File: config.mk
export PLATFORM = sky130hd
export DESIGN_NAME = ts0_insert_and_tx_mux
export DESIGN_NICKNAME = d
export VERILOG_FILES = /design/src/core/ts0mx_pkg.sv /design/src/core/ts0mx_sync_if.sv /design/src/core/ts0mx_sync.sv /design/src/core/ts0_insert_and_tx_mux.sv
export VERILOG_INCLUDE_DIRS = /design/src /design/src/core
export SDC_FILE = /design/constraint.sdc
export NUM_CORES = 1
export LEC_CHECK = 0
export BUFFER_PORTS_ARGS = -buffer_cell sky130_fd_sc_hd__clkbuf_2
export CAP_MARGIN = 40
export CORE_UTILIZATION = 39
export DETAILED_ROUTE_END_ITERATION = 8
export SYNTH_ARGS = -nofsm -noshare
export SYNTH_HDL_FRONTEND = slang
export SYNTH_HIERARCHICAL = 1
export SYNTH_SLANG_ARGS = --single-unit
File: constraint.sdc
create_clock -name core_clk -period 1.6 [get_ports core_clk]
set_input_delay 0.08 -clock core_clk [delete_from_list [all_inputs] [get_ports core_clk]]
set_output_delay 0.08 -clock core_clk [all_outputs]
set_load 0.01 [all_outputs]
File: src/core/ts0mx_cfg.svh
/*
 Constants of the timeslot-zero inserter and stream multiplexer.
 Assumes it is included by bare name before the package and modules.
*/
`ifndef TS0MX_CFG_SVH
`define TS0MX_CFG_SVH

// ****************************************************************
// Frame word layout
// ****************************************************************
`define TS0MX_ALIGN_WORD 7'h1B
`define TS0MX_NONSYNC_BIT2 1'h1
`define TS0MX_BIT_FIRST 4'h1
`define TS0MX_BIT_TAIL 4'h2
`define TS0MX_BIT_LAST 4'h8
`define TS0MX_USER_LO 3
`define TS0MX_USER_HI 8
`define TS0MX_TAIL_MSB 6

// ****************************************************************
// Reset values and pin bundle
// ****************************************************************
`define TS0MX_SYNC_RST 1'h1
`define TS0MX_PIN_COUNT 11

`endif

File: src/core/ts0mx_pkg.sv
/*
 Types of the timeslot-zero inserter and stream multiplexer.
 Assumes the constants header is on the include path.
*/
`include "ts0mx_cfg.svh"

package ts0mx_pkg;
   // Generator state: waiting for a window or sending the slot
   typedef enum logic {TS0MX_IDLE, TS0MX_SLOT} ts0mx_state_t;
   // Bit number inside a timeslot
   typedef logic [3:0] ts0mx_bit_t;
   // Bits 2 to 8 of timeslot zero, bit 2 in the top position
   typedef logic [`TS0MX_TAIL_MSB:0] ts0mx_tail_t;
endpackage

File: src/core/ts0mx_sync_if.sv
/*
 Carrier between the top and its pin synchroniser.
 Assumes raw pins from outside the core clock domain.
*/
`timescale 1ns/1ps
`default_nettype none

interface ts0mx_sync_if #(parameter int W = 1);
   logic [W-1:0] raw;
   logic [W-1:0] stable;
   modport sync (input raw, output stable);
   modport user (output raw, input stable);
endinterface

`default_nettype wire

File: src/core/ts0mx_sync.sv
/*
 Three-stage pin synchroniser with agreement filter.
 Assumes one core clock and an active-low asynchronous reset.
*/
`timescale 1ns/1ps
`default_nettype none

module ts0mx_sync #(
   parameter int W = 1
) (
   input wire logic core_clk,
   input wire logic rst_n,
   ts0mx_sync_if.sync pins
);
   import ts0mx_pkg::*;

   logic [W-1:0] meta_ff, s2_ff, s3_ff, stable_ff;
   logic [W-1:0] nxt_stable;

   // Refuse a bundle with no pins
   generate
      if (W < 1) begin : g_bad_width
         $error("ts0mx_sync width must be at least one");
      end
   endgenerate

   // ****************************************************************
   // Filter
   // ****************************************************************
   // Take a bit only once stages two and three agree
   always_comb begin
      nxt_stable = ((s2_ff ~^ s3_ff) & s3_ff) | ((s2_ff ^ s3_ff) & stable_ff);
   end

   // Stage registers
   always_ff @(posedge core_clk or negedge rst_n) begin
      if (!rst_n) begin
         meta_ff <= '0;
         s2_ff <= '0;
         s3_ff <= '0;
         stable_ff <= '0;
      end else begin
         meta_ff <= pins.raw;
         s2_ff <= meta_ff;
         s3_ff <= s2_ff;
         stable_ff <= nxt_stable;
      end
   end

   assign pins.stable = stable_ff;
endmodule

`default_nettype wire

File: src/core/ts0_insert_and_tx_mux.sv
/*
 Timeslot-zero word builder and output stream multiplexer.
 Assumes every input other than core_clk and rst_n is a pin from upstream framing logic,
 including the 2.048 MHz bit clock, all sampled on the 100 MHz core clock.
*/
// Behaviour
// In non-sync frames user bit input n is sent as bit n, n from 3 to 8.
// Upstream holds the user bits stable before the edge that ends bit 1.
// The stream carries the built slot in timeslot zero, channel data else.
// Upstream drives the window high for exactly eight bit periods.
// The window is sampled on the falling edge of the bit clock.
// Bit 1 appears as soon as the window rises, with no bit clock edge.
// The window is the multiplexer select, high choosing the built slot.
// Bits 2 to 8 advance on rising bit clock edges, bit 1 on the window.
// Bits count 1 to 8, timeslots 0 to 31, frames 0 to 15.
// Sync frames carry the alignment word in bits 2 to 8, alternating.
// Non-sync frames force bit 2 to one.
// Bit 1 is the sync or non-sync international bit by frame type.
// The sync flag is high in sync slots and moves one period after.
// Frame type toggles once per window and starts at a reset value.
`timescale 1ns/1ps
`default_nettype none
`include "ts0mx_cfg.svh"

module ts0_insert_and_tx_mux (
   input wire logic core_clk,
   input wire logic rst_n,
   input wire logic pcm_clk_in,
   input wire logic ts0_window_in,
   input wire logic chan_data_in,
   input wire logic sync_intl_bit_in,
   input wire logic nonsync_intl_bit_in,
   input wire logic [`TS0MX_USER_HI:`TS0MX_USER_LO] user_bits_in,
   output logic mux_stream_out,
   output logic sync_frame_flag_out
);
   import ts0mx_pkg::*;

   // ****************************************************************
   // Pin synchronisation
   // ****************************************************************
   ts0mx_sync_if #(.W(`TS0MX_PIN_COUNT)) pin_if ();

   logic clk_s, win_s, data_s, intl_sync_s, intl_non_s;
   logic [`TS0MX_USER_HI:`TS0MX_USER_LO] user_s;

   // Bundle pins in, unpack filtered values
   assign pin_if.raw = {pcm_clk_in, ts0_window_in, chan_data_in,
                        sync_intl_bit_in, nonsync_intl_bit_in, user_bits_in};
   assign {clk_s, win_s, data_s, intl_sync_s, intl_non_s, user_s} =
          pin_if.stable;

   ts0mx_sync #(.W(`TS0MX_PIN_COUNT)) u_sync (
      .core_clk(core_clk),
      .rst_n(rst_n),
      .pins(pin_if.sync)
   );

   // ****************************************************************
   // Edge detection
   // ****************************************************************
   logic clk_prev_ff, win_prev_ff;
   logic pcm_rise, pcm_fall, win_rise;

   // Edges of the filtered bit clock and window
   always_comb begin
      pcm_rise = clk_s & ~clk_prev_ff;
      pcm_fall = ~clk_s & clk_prev_ff;
      win_rise = win_s & ~win_prev_ff;
   end

   // Previous filtered levels
   always_ff @(posedge core_clk or negedge rst_n) begin
      if (!rst_n) begin
         clk_prev_ff <= 1'h0;
         win_prev_ff <= 1'h0;
      end else begin
         clk_prev_ff <= clk_s;
         win_prev_ff <= win_s;
      end
   end

   // ****************************************************************
   // Frame type tracking
   // ****************************************************************
   logic win_fall_ff, seen_ff, sync_ff;
   logic nxt_win_fall, nxt_seen, nxt_sync;

   // Window sample, pulse memory and sync/non-sync toggle
   always_comb begin
      nxt_win_fall = win_fall_ff;
      nxt_seen = seen_ff;
      nxt_sync = sync_ff;
      if (pcm_fall) begin
         nxt_win_fall = win_s;
      end
      if (pcm_rise) begin
         if (win_fall_ff) begin
            nxt_seen = 1'h1;
         end else if (seen_ff) begin
            nxt_seen = 1'h0;
            nxt_sync = ~sync_ff;
         end
      end
   end

   always_ff @(posedge core_clk or negedge rst_n) begin
      if (!rst_n) begin
         win_fall_ff <= 1'h0;
         seen_ff <= 1'h0;
         sync_ff <= `TS0MX_SYNC_RST;
      end else begin
         win_fall_ff <= nxt_win_fall;
         seen_ff <= nxt_seen;
         sync_ff <= nxt_sync;
      end
   end

   // ****************************************************************
   // Slot generator and multiplexer
   // ****************************************************************
   ts0mx_state_t st_ff, nxt_st;
   ts0mx_bit_t cnt_ff, nxt_cnt;
   ts0mx_tail_t shift_ff, nxt_shift, tail;
   logic out_ff, nxt_out, gen_bit, gen_ff, nxt_gen;

   // Bits 2 to 8 for the current frame type
   always_comb begin
      tail = `TS0MX_ALIGN_WORD;
      if (!sync_ff) begin
         tail[`TS0MX_TAIL_MSB] = `TS0MX_NONSYNC_BIT2;
         for (int i = `TS0MX_USER_LO; i <= `TS0MX_USER_HI; i++) begin
            tail[`TS0MX_USER_HI - i] = user_s[i];
         end
      end
   end

   // Bit sequencing: bit 1 on the window, bits 2 to 8 on the clock
   always_comb begin
      nxt_st = st_ff;
      nxt_cnt = cnt_ff;
      nxt_shift = shift_ff;
      gen_bit = gen_ff;
      case (st_ff)
         TS0MX_IDLE: begin
            if (win_rise) begin
               nxt_st = TS0MX_SLOT;
               nxt_cnt = `TS0MX_BIT_FIRST;
               gen_bit = sync_ff ? intl_sync_s : intl_non_s;
            end
         end
         TS0MX_SLOT: begin
            if (!win_s) begin
               nxt_st = TS0MX_IDLE;
            end else if (pcm_rise && cnt_ff != `TS0MX_BIT_LAST) begin
               nxt_cnt = cnt_ff + `TS0MX_BIT_FIRST;
               if (cnt_ff == `TS0MX_BIT_FIRST) begin
                  gen_bit = tail[`TS0MX_TAIL_MSB];
                  nxt_shift = {tail[`TS0MX_TAIL_MSB-1:0], 1'h0};
               end else begin
                  gen_bit = shift_ff[`TS0MX_TAIL_MSB];
                  nxt_shift = {shift_ff[`TS0MX_TAIL_MSB-1:0], 1'h0};
               end
            end
         end
         default: begin
            nxt_st = TS0MX_IDLE;
         end
      endcase
      nxt_gen = gen_bit;
      nxt_out = win_s ? gen_bit : data_s;
   end

   always_ff @(posedge core_clk or negedge rst_n) begin
      if (!rst_n) begin
         st_ff <= TS0MX_IDLE;
         cnt_ff <= `TS0MX_BIT_FIRST;
         shift_ff <= '0;
         gen_ff <= 1'h0;
         out_ff <= 1'h0;
      end else begin
         st_ff <= nxt_st;
         cnt_ff <= nxt_cnt;
         shift_ff <= nxt_shift;
         gen_ff <= nxt_gen;
         out_ff <= nxt_out;
      end
   end

   // Outputs straight from registers
   assign mux_stream_out = out_ff;
   assign sync_frame_flag_out = sync_ff;

   logic tail_edge;
   assign tail_edge = st_ff == TS0MX_SLOT && win_s && pcm_rise &&
                      cnt_ff == `TS0MX_BIT_FIRST;
endmodule

`default_nettype wire

==> impl_summary.log, run 1 <==
[metrics] final critical-path setup slack: -0.105 ns
[metrics] Post-synth EDFFs: 0
[metrics] total I/O pin count: 15
[metrics] critical path peak fanout: 6
[metrics] HPWL reported at the end of detailed placement: around 2600 µm
[metrics] clk root buf: clkbuf_8
[metrics] core area: around 0.0055 mm²
[metrics] number of slew-limit violations in the final report: 0
[metrics] total routing resource utilization after global routing: 14.7%
[metrics] average vias per placed instance: 4.89
[metrics] violated checks: negative setup slack
[metrics] P&R area growth vs syn: 32.2%
[metrics] Net count, final: ~240
[metrics] fraction of the cycle the final worst path needs: 107%
[metrics] buffer levels on the longest clock path: 2
[metrics] fin cells: between 200 and 300
[metrics] final worst path period need: around 1.7 ns
[metrics] Syn Area/Cell: approximately 14 µm²
[metrics] total standard cell area after synthesis: 0.00224 mm²
[metrics] Starting Density: around 41%
[metrics] DIE AREA: 0.00606 mm²
[metrics] static power due to leakage: approximately 1.4 nW
[metrics] horizontal die dimension: about 78 µm
[metrics] measured slew at the worst slew-check pin: 0.631 ns
[metrics] asr flop ratio synth: between 90% and 100%
[metrics] Fmax achieved: around 0.6 GHz
[metrics] die height: about 80 µm
[metrics] cell total after placement: between 200 and 300
[metrics] initial antenna violation count: 0
[metrics] type of destination of the critical path: flip-flop
[metrics] standard-cell row count: 27
[metrics] max-cap viol count: 0
[metrics] run status: complete, but fails checks
[metrics] number of DRC markers after the initial detailed-route iteration: 41
[metrics] clock insertion delay at the later pin of the skew report: approximately 0.32 ns
[metrics] Worst Path Arrival: between 1.5 and 2 ns
[metrics] synthesis-stage register bit count: 62
[metrics] reg-to-reg setup timing slack: -0.10 ns
[metrics] RePlAce Congestion: a little over 0.7
[metrics] post-route antenna net violation count: 0
[metrics] antenna cell count: 0
[metrics] remaining max-slew budget at the tightest pin: 57.5%
[metrics] classification of the worst-slack hold path: in2async
[metrics] worst-case clock skew: between 0.007 and 0.008 ns
[metrics] total count of hold-check failures in the final report: 0
[metrics] number of standard cells after synthesis: around 160
[metrics] drt drc: 0
[metrics] Worst EP required: around 1.8 ns
[metrics] post-route core utilization: 53.6%
[metrics] VDD IR-drop max: roughly 800 µV
[metrics] CTS sink cnt: 62
[metrics] H-tree depth: 3
[metrics] count of synthesis-stage warnings from yosys: 6
[metrics] number of global-route vias before repair: 1508
[metrics] number of buffers added by the clock tree synthesis step: 9
[metrics] first-pass GRT wire length: around 6700 µm
[metrics] largest net degree at the start of global routing: 26
[metrics] sequential cell area fraction in the yosys report: between 60% and 70%
[metrics] share of layout cells above drive strength 1: between 30% and 40%
[metrics] GRT overflow: 0
[metrics] Yosys cell types: 32
[metrics] clock transition time at the flip-flop clock pins of the worst setup and hold paths: approximately 0.07 ns
[metrics] setup repair after global routing missed its margin: yes
[metrics] Setup violations, final: 8
[metrics] CP Launch Type: flip-flop
[metrics] Synth Flop Type: dfrtp_1
[metrics] Port Buffer Count: 14
[metrics] Total Routed Length: 3950 µm
[metrics] Syn Nets: around 190
[metrics] CTS tree: built
[metrics] number of detailed-routing iterations run before antenna repair: 4
[metrics] critical path start-end classification: reg2reg
[metrics] Routed wire per std cell: between 10 and 15 µm
[metrics] Pwr Density: around 1600 mW/mm²
[metrics] via count: ~1400
[metrics] final hold slack: approximately 0.29 ns
## synth_stat cells, drive strengths merged (3+ instances only)
cell type,count,area share [%]
nand2,10,1.7
a21o,11,3.7
dfrtp,60,67
a21oi,4,0.89
or3,3,0.84
mux2,3,1.5
inv,5,0.84
nor2b,3,0.84
ha,14,7.8
clkbuf,3,0.50
o21ai,13,2.9
mux2i,3,1.3
nor3b,3,1.0
## per-stage QoR
step	setup WS, ns	instance area [µm²]	setup TNS (ns)	total power [mW]
after floorplan	-0.123	2260	-0.517	2.58
after global placement	-0.119	2520	-0.692	2.83
after detailed placement	-0.191	2520	-1.12	2.92
after CTS	-0.0952	2930	-0.324	4.60
after global routing	-0.176	2970	-1.09	4.89
final	-0.105	2970	-0.640	4.62
## cell families after synthesis
kind of cell | share of synthesized area, %
compound gates | 9.92
xor+xnor | 0.390
fa+ha+maj | 7.80
buf+inv | 1.78
flops | 69.2
mux | 2.84
simple gates | 8.03
## power breakdown
group          switching (mW)  internal, mW  leakage, nW  total (mW)
clock                   0.537         0.884        0.115        1.42
combinational           0.571         0.640        0.577        1.21
sequential              0.165          1.83        0.745        1.99
total                    1.27          3.35         1.44        4.62
## worst paths after layout
path | start | to | depth (start not counted)
setup / recovery | cnt_ff[0]$_DFFE_PN1P_ | shift_ff[4]$_DFFE_PN0P_ | 9
hold reg to reg | u_sync/meta_ff[4]$_DFF_PN0_ | u_sync/s2_ff[4]$_DFF_PN0_ | 0
max in group asynchronous | rst_n | u_sync/s2_ff[7]$_DFF_PN0_ | 3
min in group core_clk | u_sync/meta_ff[4]$_DFF_PN0_ | u_sync/s2_ff[4]$_DFF_PN0_ | 0
setup reg to reg | cnt_ff[0]$_DFFE_PN1P_ | shift_ff[4]$_DFFE_PN0P_ | 9
hold / removal | rst_n | cnt_ff[1]$_DFFE_PN0P_ | 2
## state kept, by name, indices dropped and copies added, names as in the netlist
register and cells:
u_sync/s3_ff 11, win_prev_ff 1, u_sync/pins.stable 11, sync_frame_flag_out 1
shift_ff 6, cnt_ff 4, u_sync/meta_ff 11, win_fall_ff 1
seen_ff 1, mux_stream_out 1, gen_ff 1, u_sync/s2_ff 11
st_ff 1, clk_prev_ff 1
## worst max-delay path: stages (launching register included)
cell      delay, ns
dfstp_2        0.56
buf_6          0.11
inv_4          0.04
ha_4           0.14
nand3b_1       0.13
buf_6          0.13
nand4_1        0.16
buf_4          0.21
nand2_1        0.06
o21ai_1        0.06
## metal layers
metal  GRT usage [%]  wire length (µm)  up-vias
met5               0                 0        -
li1                -                 -      658
met1            17.0              1730      710
met4            7.17                61        0
met3            4.71               104        8
met2            24.4              2060       23
## placed cells by master (no fill, tap or decap), drive strengths merged
cell / count
nand3: 1
a21oi: 4
dfrtp: 60
a2bb2oi: 1
nor3b: 3
or3b: 3
a31o: 1
dlygate4sd3: 12
xnor2: 1
inv: 5
and2b: 1
mux2i: 3
o21ai: 13
mux2: 3
bufinv: 1
clkinv: 2
a22oi: 1
nand4: 2
or3: 3
nor2b: 3
and3: 1
nand3b: 2
buf: 17
a41o: 1
or2: 1
clkbuf: 27
o22ai: 2
nand2: 10
nand2b: 2
o211ai: 1
ha: 14
dfstp: 2
a21o: 11
## cell type report
class | count | area [µm²]
Tap cell | 72 | 90.1
Multi-Input combinational cell | 88 | 726
Fill cell | 470 | 2570
Clock buffer | 13 | 179
Sequential cell | 62 | 1550
Clock inverter | 3 | 40.0
Inverter | 5 | 21.3
Timing Repair Buffer | 43 | 358
## repair_timing
item                                   in CTS  in global routing
gates cloned                                2                  0
gates resized for setup                    20                  9
setup endpoints to repair                  11                 11
pin swaps                                  10                  4
hold buffers                               12                  0
buffers inserted                            2                  1
endpoints found under the hold margin      27                  0
(Power assumes the default switching activity.)
==> run 2: changes to the inputs <==
Settings changed: CORE_UTILIZATION 39 to 52, PLACE_DENSITY set to 0.73.
==> run 2 against run 1 <==
The run still ends with negative setup slack left. First-iteration DRC count is 7.3% lower. Critical endpoint is now shift_ff[6]$_DFFE_PN0P_. Maximum frequency is 0.52% lower. Clock-buffer cell count is 3 lower. Largest power group unchanged. Critical path depth stayed put. Clock skew is 0.00050 ns higher.
==> impl_summary.log, run 2 (synthesis results as in run 1) <==
[metrics] number of global-route vias before repair: ~1500
[metrics] cell family with most CP delay: flip-flops
[metrics] worst setup path end: shift_ff[6]$_DFFE_PN0P_
[metrics] Setup violations, final: 10
[metrics] P&R area growth vs syn: 32.4%
[metrics] GRT overflow: 0
[metrics] post-place setup slack: -0.192 ns
[metrics] CP Launch Type: flip-flop
[metrics] Worst EP required: 1.82 ns
[metrics] die height: around 68 µm
[metrics] critical path peak fanout: 6
[metrics] total routing resource utilization after global routing: 20.8%
[metrics] remaining max-slew budget at the tightest pin: 63.4%
[metrics] terminus of the critical flop-to-flop path: shift_ff[6]$_DFFE_PN0P_
[metrics] origin of the worst setup path: cnt_ff[0]$_DFFE_PN1P_
[metrics] GRT Max-Usage Layer: met2
[metrics] global routing usage on met2: around 33%
[metrics] worst-path cell chain: buf_6 > inv_4 > ha_4 > nand3b_1 > buf_6 > nand4_1 > buf_6 > nand2_2 > o21ai_1
[metrics] global routing usage on met1: between 20% and 30%
[metrics] sum of negative setup slack: -0.797 ns
[metrics] Pwr Density: 1590 mW/mm²
[metrics] Layout Cell Area excl Fill: approximately 0.003 mm²
[metrics] core area: roughly 0.004 mm²
[metrics] most repeated library cell on the critical path: buf_6
[metrics] cell depth of the worst setup path: 9
[metrics] reg-to-reg setup timing slack: -0.11 ns
[metrics] worst reg2reg path depth: 9
[metrics] RePlAce Congestion: 0.783
[metrics] run status: complete, but fails checks
[metrics] number of buffers added by the clock tree synthesis step: 9
[metrics] commonest cells after routing, fill and taps aside: dfrtp_1, clkbuf_2, buf_4, ha_1, dlygate4sd3_1
[metrics] HPWL reported at the end of detailed placement: ~2400 µm
[metrics] Worst Path Arrival: 1.94 ns
[metrics] type of destination of the critical path: flip-flop
[metrics] standard-cell row count: 23
[metrics] startpoint of the worst-slack reg-to-reg timing path: cnt_ff[0]$_DFFE_PN1P_
[metrics] classification of the worst-slack hold path: in2async
[metrics] worst-case clock skew: between 0.007 and 0.008 ns
[metrics] clock transition time at the flip-flop clock pins of the worst setup and hold paths: around 0.070 ns
[metrics] fraction of the cycle the final worst path needs: 107%
[metrics] Slowest Stage Delay on Critical Path: about 0.57 ns
[metrics] antenna cell count: 0
[metrics] final critical-path setup slack: -0.114 ns
[metrics] violated checks: negative setup slack
[metrics] Total Routed Length: 3940 µm
[metrics] post-route core utilization: 72.7%
[metrics] max-cap viol count: 0
[metrics] clock insertion delay at the later pin of the skew report: 0.33 ns
[metrics] share of layout cells above drive strength 1: 33.9%
[metrics] CTS sink cnt: a little over 60
[metrics] first-pass GRT wire length: 6470 µm
[metrics] initial antenna violation count: 0
[metrics] Fmax achieved: a little under 0.6 GHz
[metrics] post-route antenna net violation count: 0
[metrics] setup repair after global routing missed its margin: yes
[metrics] Net count, final: 240
[metrics] number of slew-limit violations in the final report: 0
[metrics] clk root buf: clkbuf_8
[metrics] drt drc: 0
[metrics] final worst path period need: between 1.5 and 2 ns
[metrics] buffer levels on the longest clock path: 2
[metrics] horizontal die dimension: between 60 and 70 µm
[metrics] met3 usage in global routing: between 6 and 7%
[metrics] Routed wire per std cell: roughly 15 µm
[metrics] via count: between 1000 and 1500
[metrics] total count of hold-check failures in the final report: 0
[metrics] total I/O pin count: 15
[metrics] number of detailed-routing iterations run before antenna repair: 4
[metrics] critical path start-end classification: reg2reg
[metrics] static power due to leakage: ~1.4 nW
[metrics] DIE AREA: between 0.004 and 0.005 mm²
[metrics] Port Buffer Count: 14
[metrics] highest-delay cell along the critical path: dfstp_2
[metrics] VDD IR-drop max: 1110 µV
[metrics] number of DRC markers after the initial detailed-route iteration: 38
[metrics] worst path bufs/invs: 4
[metrics] largest net degree at the start of global routing: 31
[metrics] H-tree depth: 3
[metrics] average vias per placed instance: roughly 5.3
[metrics] Starting Density: a little over half
[metrics] total placed instance area: roughly 0.0025 mm²
[metrics] most common cell after layout, fill and taps aside: dfrtp_1
[metrics] measured slew at the worst slew-check pin: ~0.55 ns
[metrics] CTS tree: built
run 2: changes by cell type in the layout (fill, tap and decap cells not counted), sizes merged:
cell and change:
buf +4, bufinv +1, clkbuf -3, clkinvlp +1, clkinv +1
run 2: worst min-delay path by stage:
stage | start | to | slack (ns) | depth (start not counted)
floorplan | rst_n | clk_prev_ff$_DFF_PN0_ | -0.22 | 0
global placement | rst_n | u_sync/s2_ff[9]$_DFF_PN0_ | 0.08 | 1
detailed placement | rst_n | u_sync/s2_ff[9]$_DFF_PN0_ | 0.09 | 1
CTS | rst_n | mux_stream_out$_DFF_PN0_ | 0.26 | 2
global route | rst_n | seen_ff$_DFFE_PN0P_ | 0.30 | 2
finish | rst_n | cnt_ff[3]$_DFFE_PN0P_ | 0.27 | 2
run 2: through the flow:
step | hold WS (ns) | cells | power [mW]
after floorplan | -0.216 | 159 | 2.58
after global placement | 0.0754 | 233 | 2.84
after detailed placement | 0.0894 | 233 | 2.91
after CTS | 0.265 | 267 | 4.62
after global routing | 0.300 | 268 | 4.97
final | 0.265 | 268 | 4.73
run 2: timing repair:
item / in CTS / in global routing
endpoints found under the setup margin: 11 / 11
gates cloned: 2 / 0
gates resized for setup: 23 / 11
hold buffers: 12 / 0
setup buffers: 4 / 1
hold endpoints to repair: 28 / 0
pin swaps: 11 / 3
run 2: area by class of cell:
class,instances,area [µm²]
Clock buffer,10,128
Clock inverter,6,86.3
Sequential cell,62,1550
Fill cell,282,1110
Multi-Input combinational cell,88,734
Inverter,5,21.3
Timing Repair Buffer,47,387
Tap cell,50,62.6
run 2: power breakdown:
group          internal [mW]  leakage [nW]  switching (mW)  total, mW
Sequential              1.83         0.745           0.163       1.99
Clock                  0.873         0.106           0.577       1.45
Combinational          0.699         0.597           0.588       1.29
run 2: metal layers:
metal / share of wire [%] / routed length, µm
met3: 4.0 / 156
met1: 43 / 1710
met5: 0 / 0
met4: 2.2 / 87
met2: 50 / 1980
==> run 3: changes to the inputs <==
Settings changed: CORE_UTILIZATION 52 to 55, CTS_BUF_LIST set to sky130_fd_sc_hd__clkbuf_8, CTS_CLUSTER_DIAMETER set to 120, PLACE_DENSITY 0.73 to 0.76.
==> run 3 against run 2 <==
The flow still finishes with violations (negative setup slack). Highest routed layer unchanged. Wire length rose by 12%. Via count grew 0.92%. Final cell count shrank 2.2%. Sequential power barely moved. Cell area decreased by 0.72%. Utilization grew 5.0 points. Critical path depth fell by 4. Maximum frequency up 0.47%. Critical path type unchanged. Register-to-register slack is essentially flat. Worst hold slack improved by 0.016 ns.
==> impl_summary.log, run 3 (synthesis results as in run 1) <==
[metrics] post-place setup slack: -0.243 ns
[metrics] measured slew at the worst slew-check pin: between 0.5 and 0.6 ns
[metrics] GRT overflow: 0
[metrics] sum of negative setup slack: -0.738 ns
[metrics] CP Launch Type: flip-flop
[metrics] CTS sink cnt: 62
[metrics] number of detailed-routing iterations run before antenna repair: 4
[metrics] Setup violations, final: 9
[metrics] reg-to-reg setup timing slack: -0.11 ns
[metrics] Starting Density: between 50% and 60%
[metrics] DIE AREA: ~0.0043 mm²
[metrics] type of destination of the critical path: flip-flop
[metrics] startpoint of the worst-slack reg-to-reg timing path: cnt_ff[0]$_DFFE_PN1P_
[metrics] final critical-path setup slack: -0.105 ns
[metrics] final hold slack: roughly 0.28 ns
[metrics] Port Buffer Count: 14
[metrics] RePlAce Congestion: 0.726
[metrics] core area: 0.00380 mm²
[metrics] Pwr Density: roughly 1600 mW/mm²
[metrics] critical path start-end classification: reg2reg
[metrics] number of slew-limit violations in the final report: 0
[metrics] critical path peak fanout: 5
[metrics] drt drc: 0
[metrics] CTS tree: built
[metrics] number of global-route vias before repair: 1601
[metrics] worst-case clock skew: 0.0116 ns
[metrics] most common cell after layout, fill and taps aside: dfrtp_1
[metrics] Fmax achieved: 0.586 GHz
[metrics] clk root buf: clkbuf_8
[metrics] number of DRC markers after the initial detailed-route iteration: a little under 80
[metrics] total count of hold-check failures in the final report: 0
[metrics] proportion of power drawn by combinational gates: 28.4%
[metrics] via count: between 1000 and 1500
[metrics] violated checks: negative setup slack
[metrics] antenna cell count: 0
[metrics] fraction of the cycle the final worst path needs: 107%
[metrics] final worst path period need: 1.71 ns
[metrics] max-cap viol count: 0
[metrics] highest-delay cell along the critical path: dfstp_2
[metrics] clock transition time at the flip-flop clock pins of the worst setup and hold paths: 0.07 ns
[metrics] die height: around 66 µm
[metrics] HPWL reported at the end of detailed placement: 2590 µm
[metrics] initial antenna violation count: 0
[metrics] largest net degree at the start of global routing: 26
[metrics] average vias per placed instance: 5.44
[metrics] Total Routed Length: 4390 µm
[metrics] Slowest Stage Delay on Critical Path: ~0.56 ns
[metrics] Worst EP required: between 1.5 and 2 ns
[metrics] VDD IR-drop max: 898 µV
[metrics] number of buffers added by the clock tree synthesis step: 9
[metrics] origin of the worst setup path: cnt_ff[0]$_DFFE_PN1P_
[metrics] part of the total power dissipated in sequential elements: ~44%
[metrics] static power due to leakage: about 1.4 nW
[metrics] remaining max-slew budget at the tightest pin: roughly three fifths
[metrics] share of layout cells above drive strength 1: between 30% and 40%
[metrics] buffer levels on the longest clock path: 2
[metrics] standard-cell row count: 22
[metrics] P&R area growth vs syn: 31.5%
[metrics] worst-path cell chain: ha_4 > or3b_4 > or3_1 > o21ai_1 > o21ai_2
[metrics] first-pass GRT wire length: between 7000 and 8000 µm
[metrics] horizontal die dimension: ~66 µm
[metrics] total I/O pin count: 15
[metrics] setup repair after global routing missed its margin: yes
[metrics] cell-internal power: about 3.3 mW
[metrics] fraction of power spent switching nets: between 20% and 30%
[metrics] commonest cells after routing, fill and taps aside: dfrtp_1, clkbuf_2, ha_1, dlygate4sd3_1, buf_4
[metrics] clock group share of total power: approximately 28%
[metrics] H-tree depth: 3
[metrics] Routed wire per std cell: ~17 µm
[metrics] total routing resource utilization after global routing: 23.7%
[metrics] run status: complete, but fails checks
[metrics] net switching component of the power: ~1.4 mW
[metrics] Worst Path Arrival: roughly 1.9 ns
[metrics] Net count, final: around 240
[metrics] terminus of the critical flop-to-flop path: shift_ff[5]$_DFFE_PN0P_
[metrics] post-route core utilization: around 78%
[metrics] worst setup path end: shift_ff[5]$_DFFE_PN0P_
[metrics] Filler Cells Inserted: between 200 and 250
[metrics] classification of the worst-slack hold path: in2async
[metrics] worst reg2reg path depth: 5
[metrics] post-route antenna net violation count: 0
[metrics] clock insertion delay at the later pin of the skew report: between 0.3 and 0.4 ns
## run 3: cell count changes in the layout (fill, tap and decap cells not counted), sizes merged
cell,delta
buf,-3
bufinv,-1
clkinv,-1
inv,+1
## run 3: how the worst min path moves through the flow
stage,start,cells past startpoint,endpoint,slack [ns]
after global placement,rst_n,1,shift_ff[1]$_DFFE_PN0P_,0.09
after detailed placement,rst_n,1,shift_ff[1]$_DFFE_PN0P_,0.10
after CTS,rst_n,2,shift_ff[4]$_DFFE_PN0P_,0.28
final,rst_n,2,shift_ff[1]$_DFFE_PN0P_,0.28
after global routing,rst_n,2,shift_ff[4]$_DFFE_PN0P_,0.30
after floorplan,rst_n,0,clk_prev_ff$_DFF_PN0_,-0.22
## run 3: through the flow
step	cells	power, mW	instance area [µm²]
3_5_place_dp	228	2.90	2480
4_1_cts	261	4.50	2890
3_3_place_gp	228	2.80	2480
5_1_grt	262	4.89	2950
2_1_floorplan	159	2.58	2260
6_report	262	4.64	2950
## run 3: what timing repair did
action,in CTS,in global routing
endpoints found under the hold margin,26,0
setup endpoints to repair,11,11
gates cloned,2,0
hold buffers,12,0
resized for setup,25,14
pin swaps,11,5
setup buffers,4,1
## run 3: final cells by class
class	count	area, µm²	share of cell area (%)
sequential	62	1550	52.6
multi-input combinational	88	762	25.8
timing repair buffer	44	365	12.4
clock buffer	10	138	4.66
tap	48	60.1	2.03
clock inverter	5	51.3	1.74
inverter	5	21.3	0.721
## run 3: critical path: cells and delay by family, from the launching register on
| family | cells | cell delay (ns) |
|---|---|---|
| AO/OA/AOI/OAI | 2 | 0.17 |
| AND/OR/NAND/NOR | 2 | 0.72 |
| flip-flops | 1 | 0.56 |
| adder cells (fa/ha/maj) | 1 | 0.14 |
## run 3: layer usage
metal | global-route usage, % | vias to the layer above | share of wire [%]
met1 | 25.3 | 725 | 40
met2 | 39.8 | 30 | 54
li1 | - | 657 | -
met3 | 10.0 | 12 | 4.1
met5 | 0 | - | 0
met4 | 11.7 | 0 | 1.8
## run 3: power by group through the flow
stage	clock network [mW]	registers (mW)	logic (mW)
2_1_floorplan	0	1.98	0.599
3_3_place_gp	0	1.98	0.825
3_5_place_dp	0	2.00	0.897
4_1_cts	1.33	1.99	1.17
5_1_grt	1.42	2.04	1.43
6_report	1.30	2.02	1.32
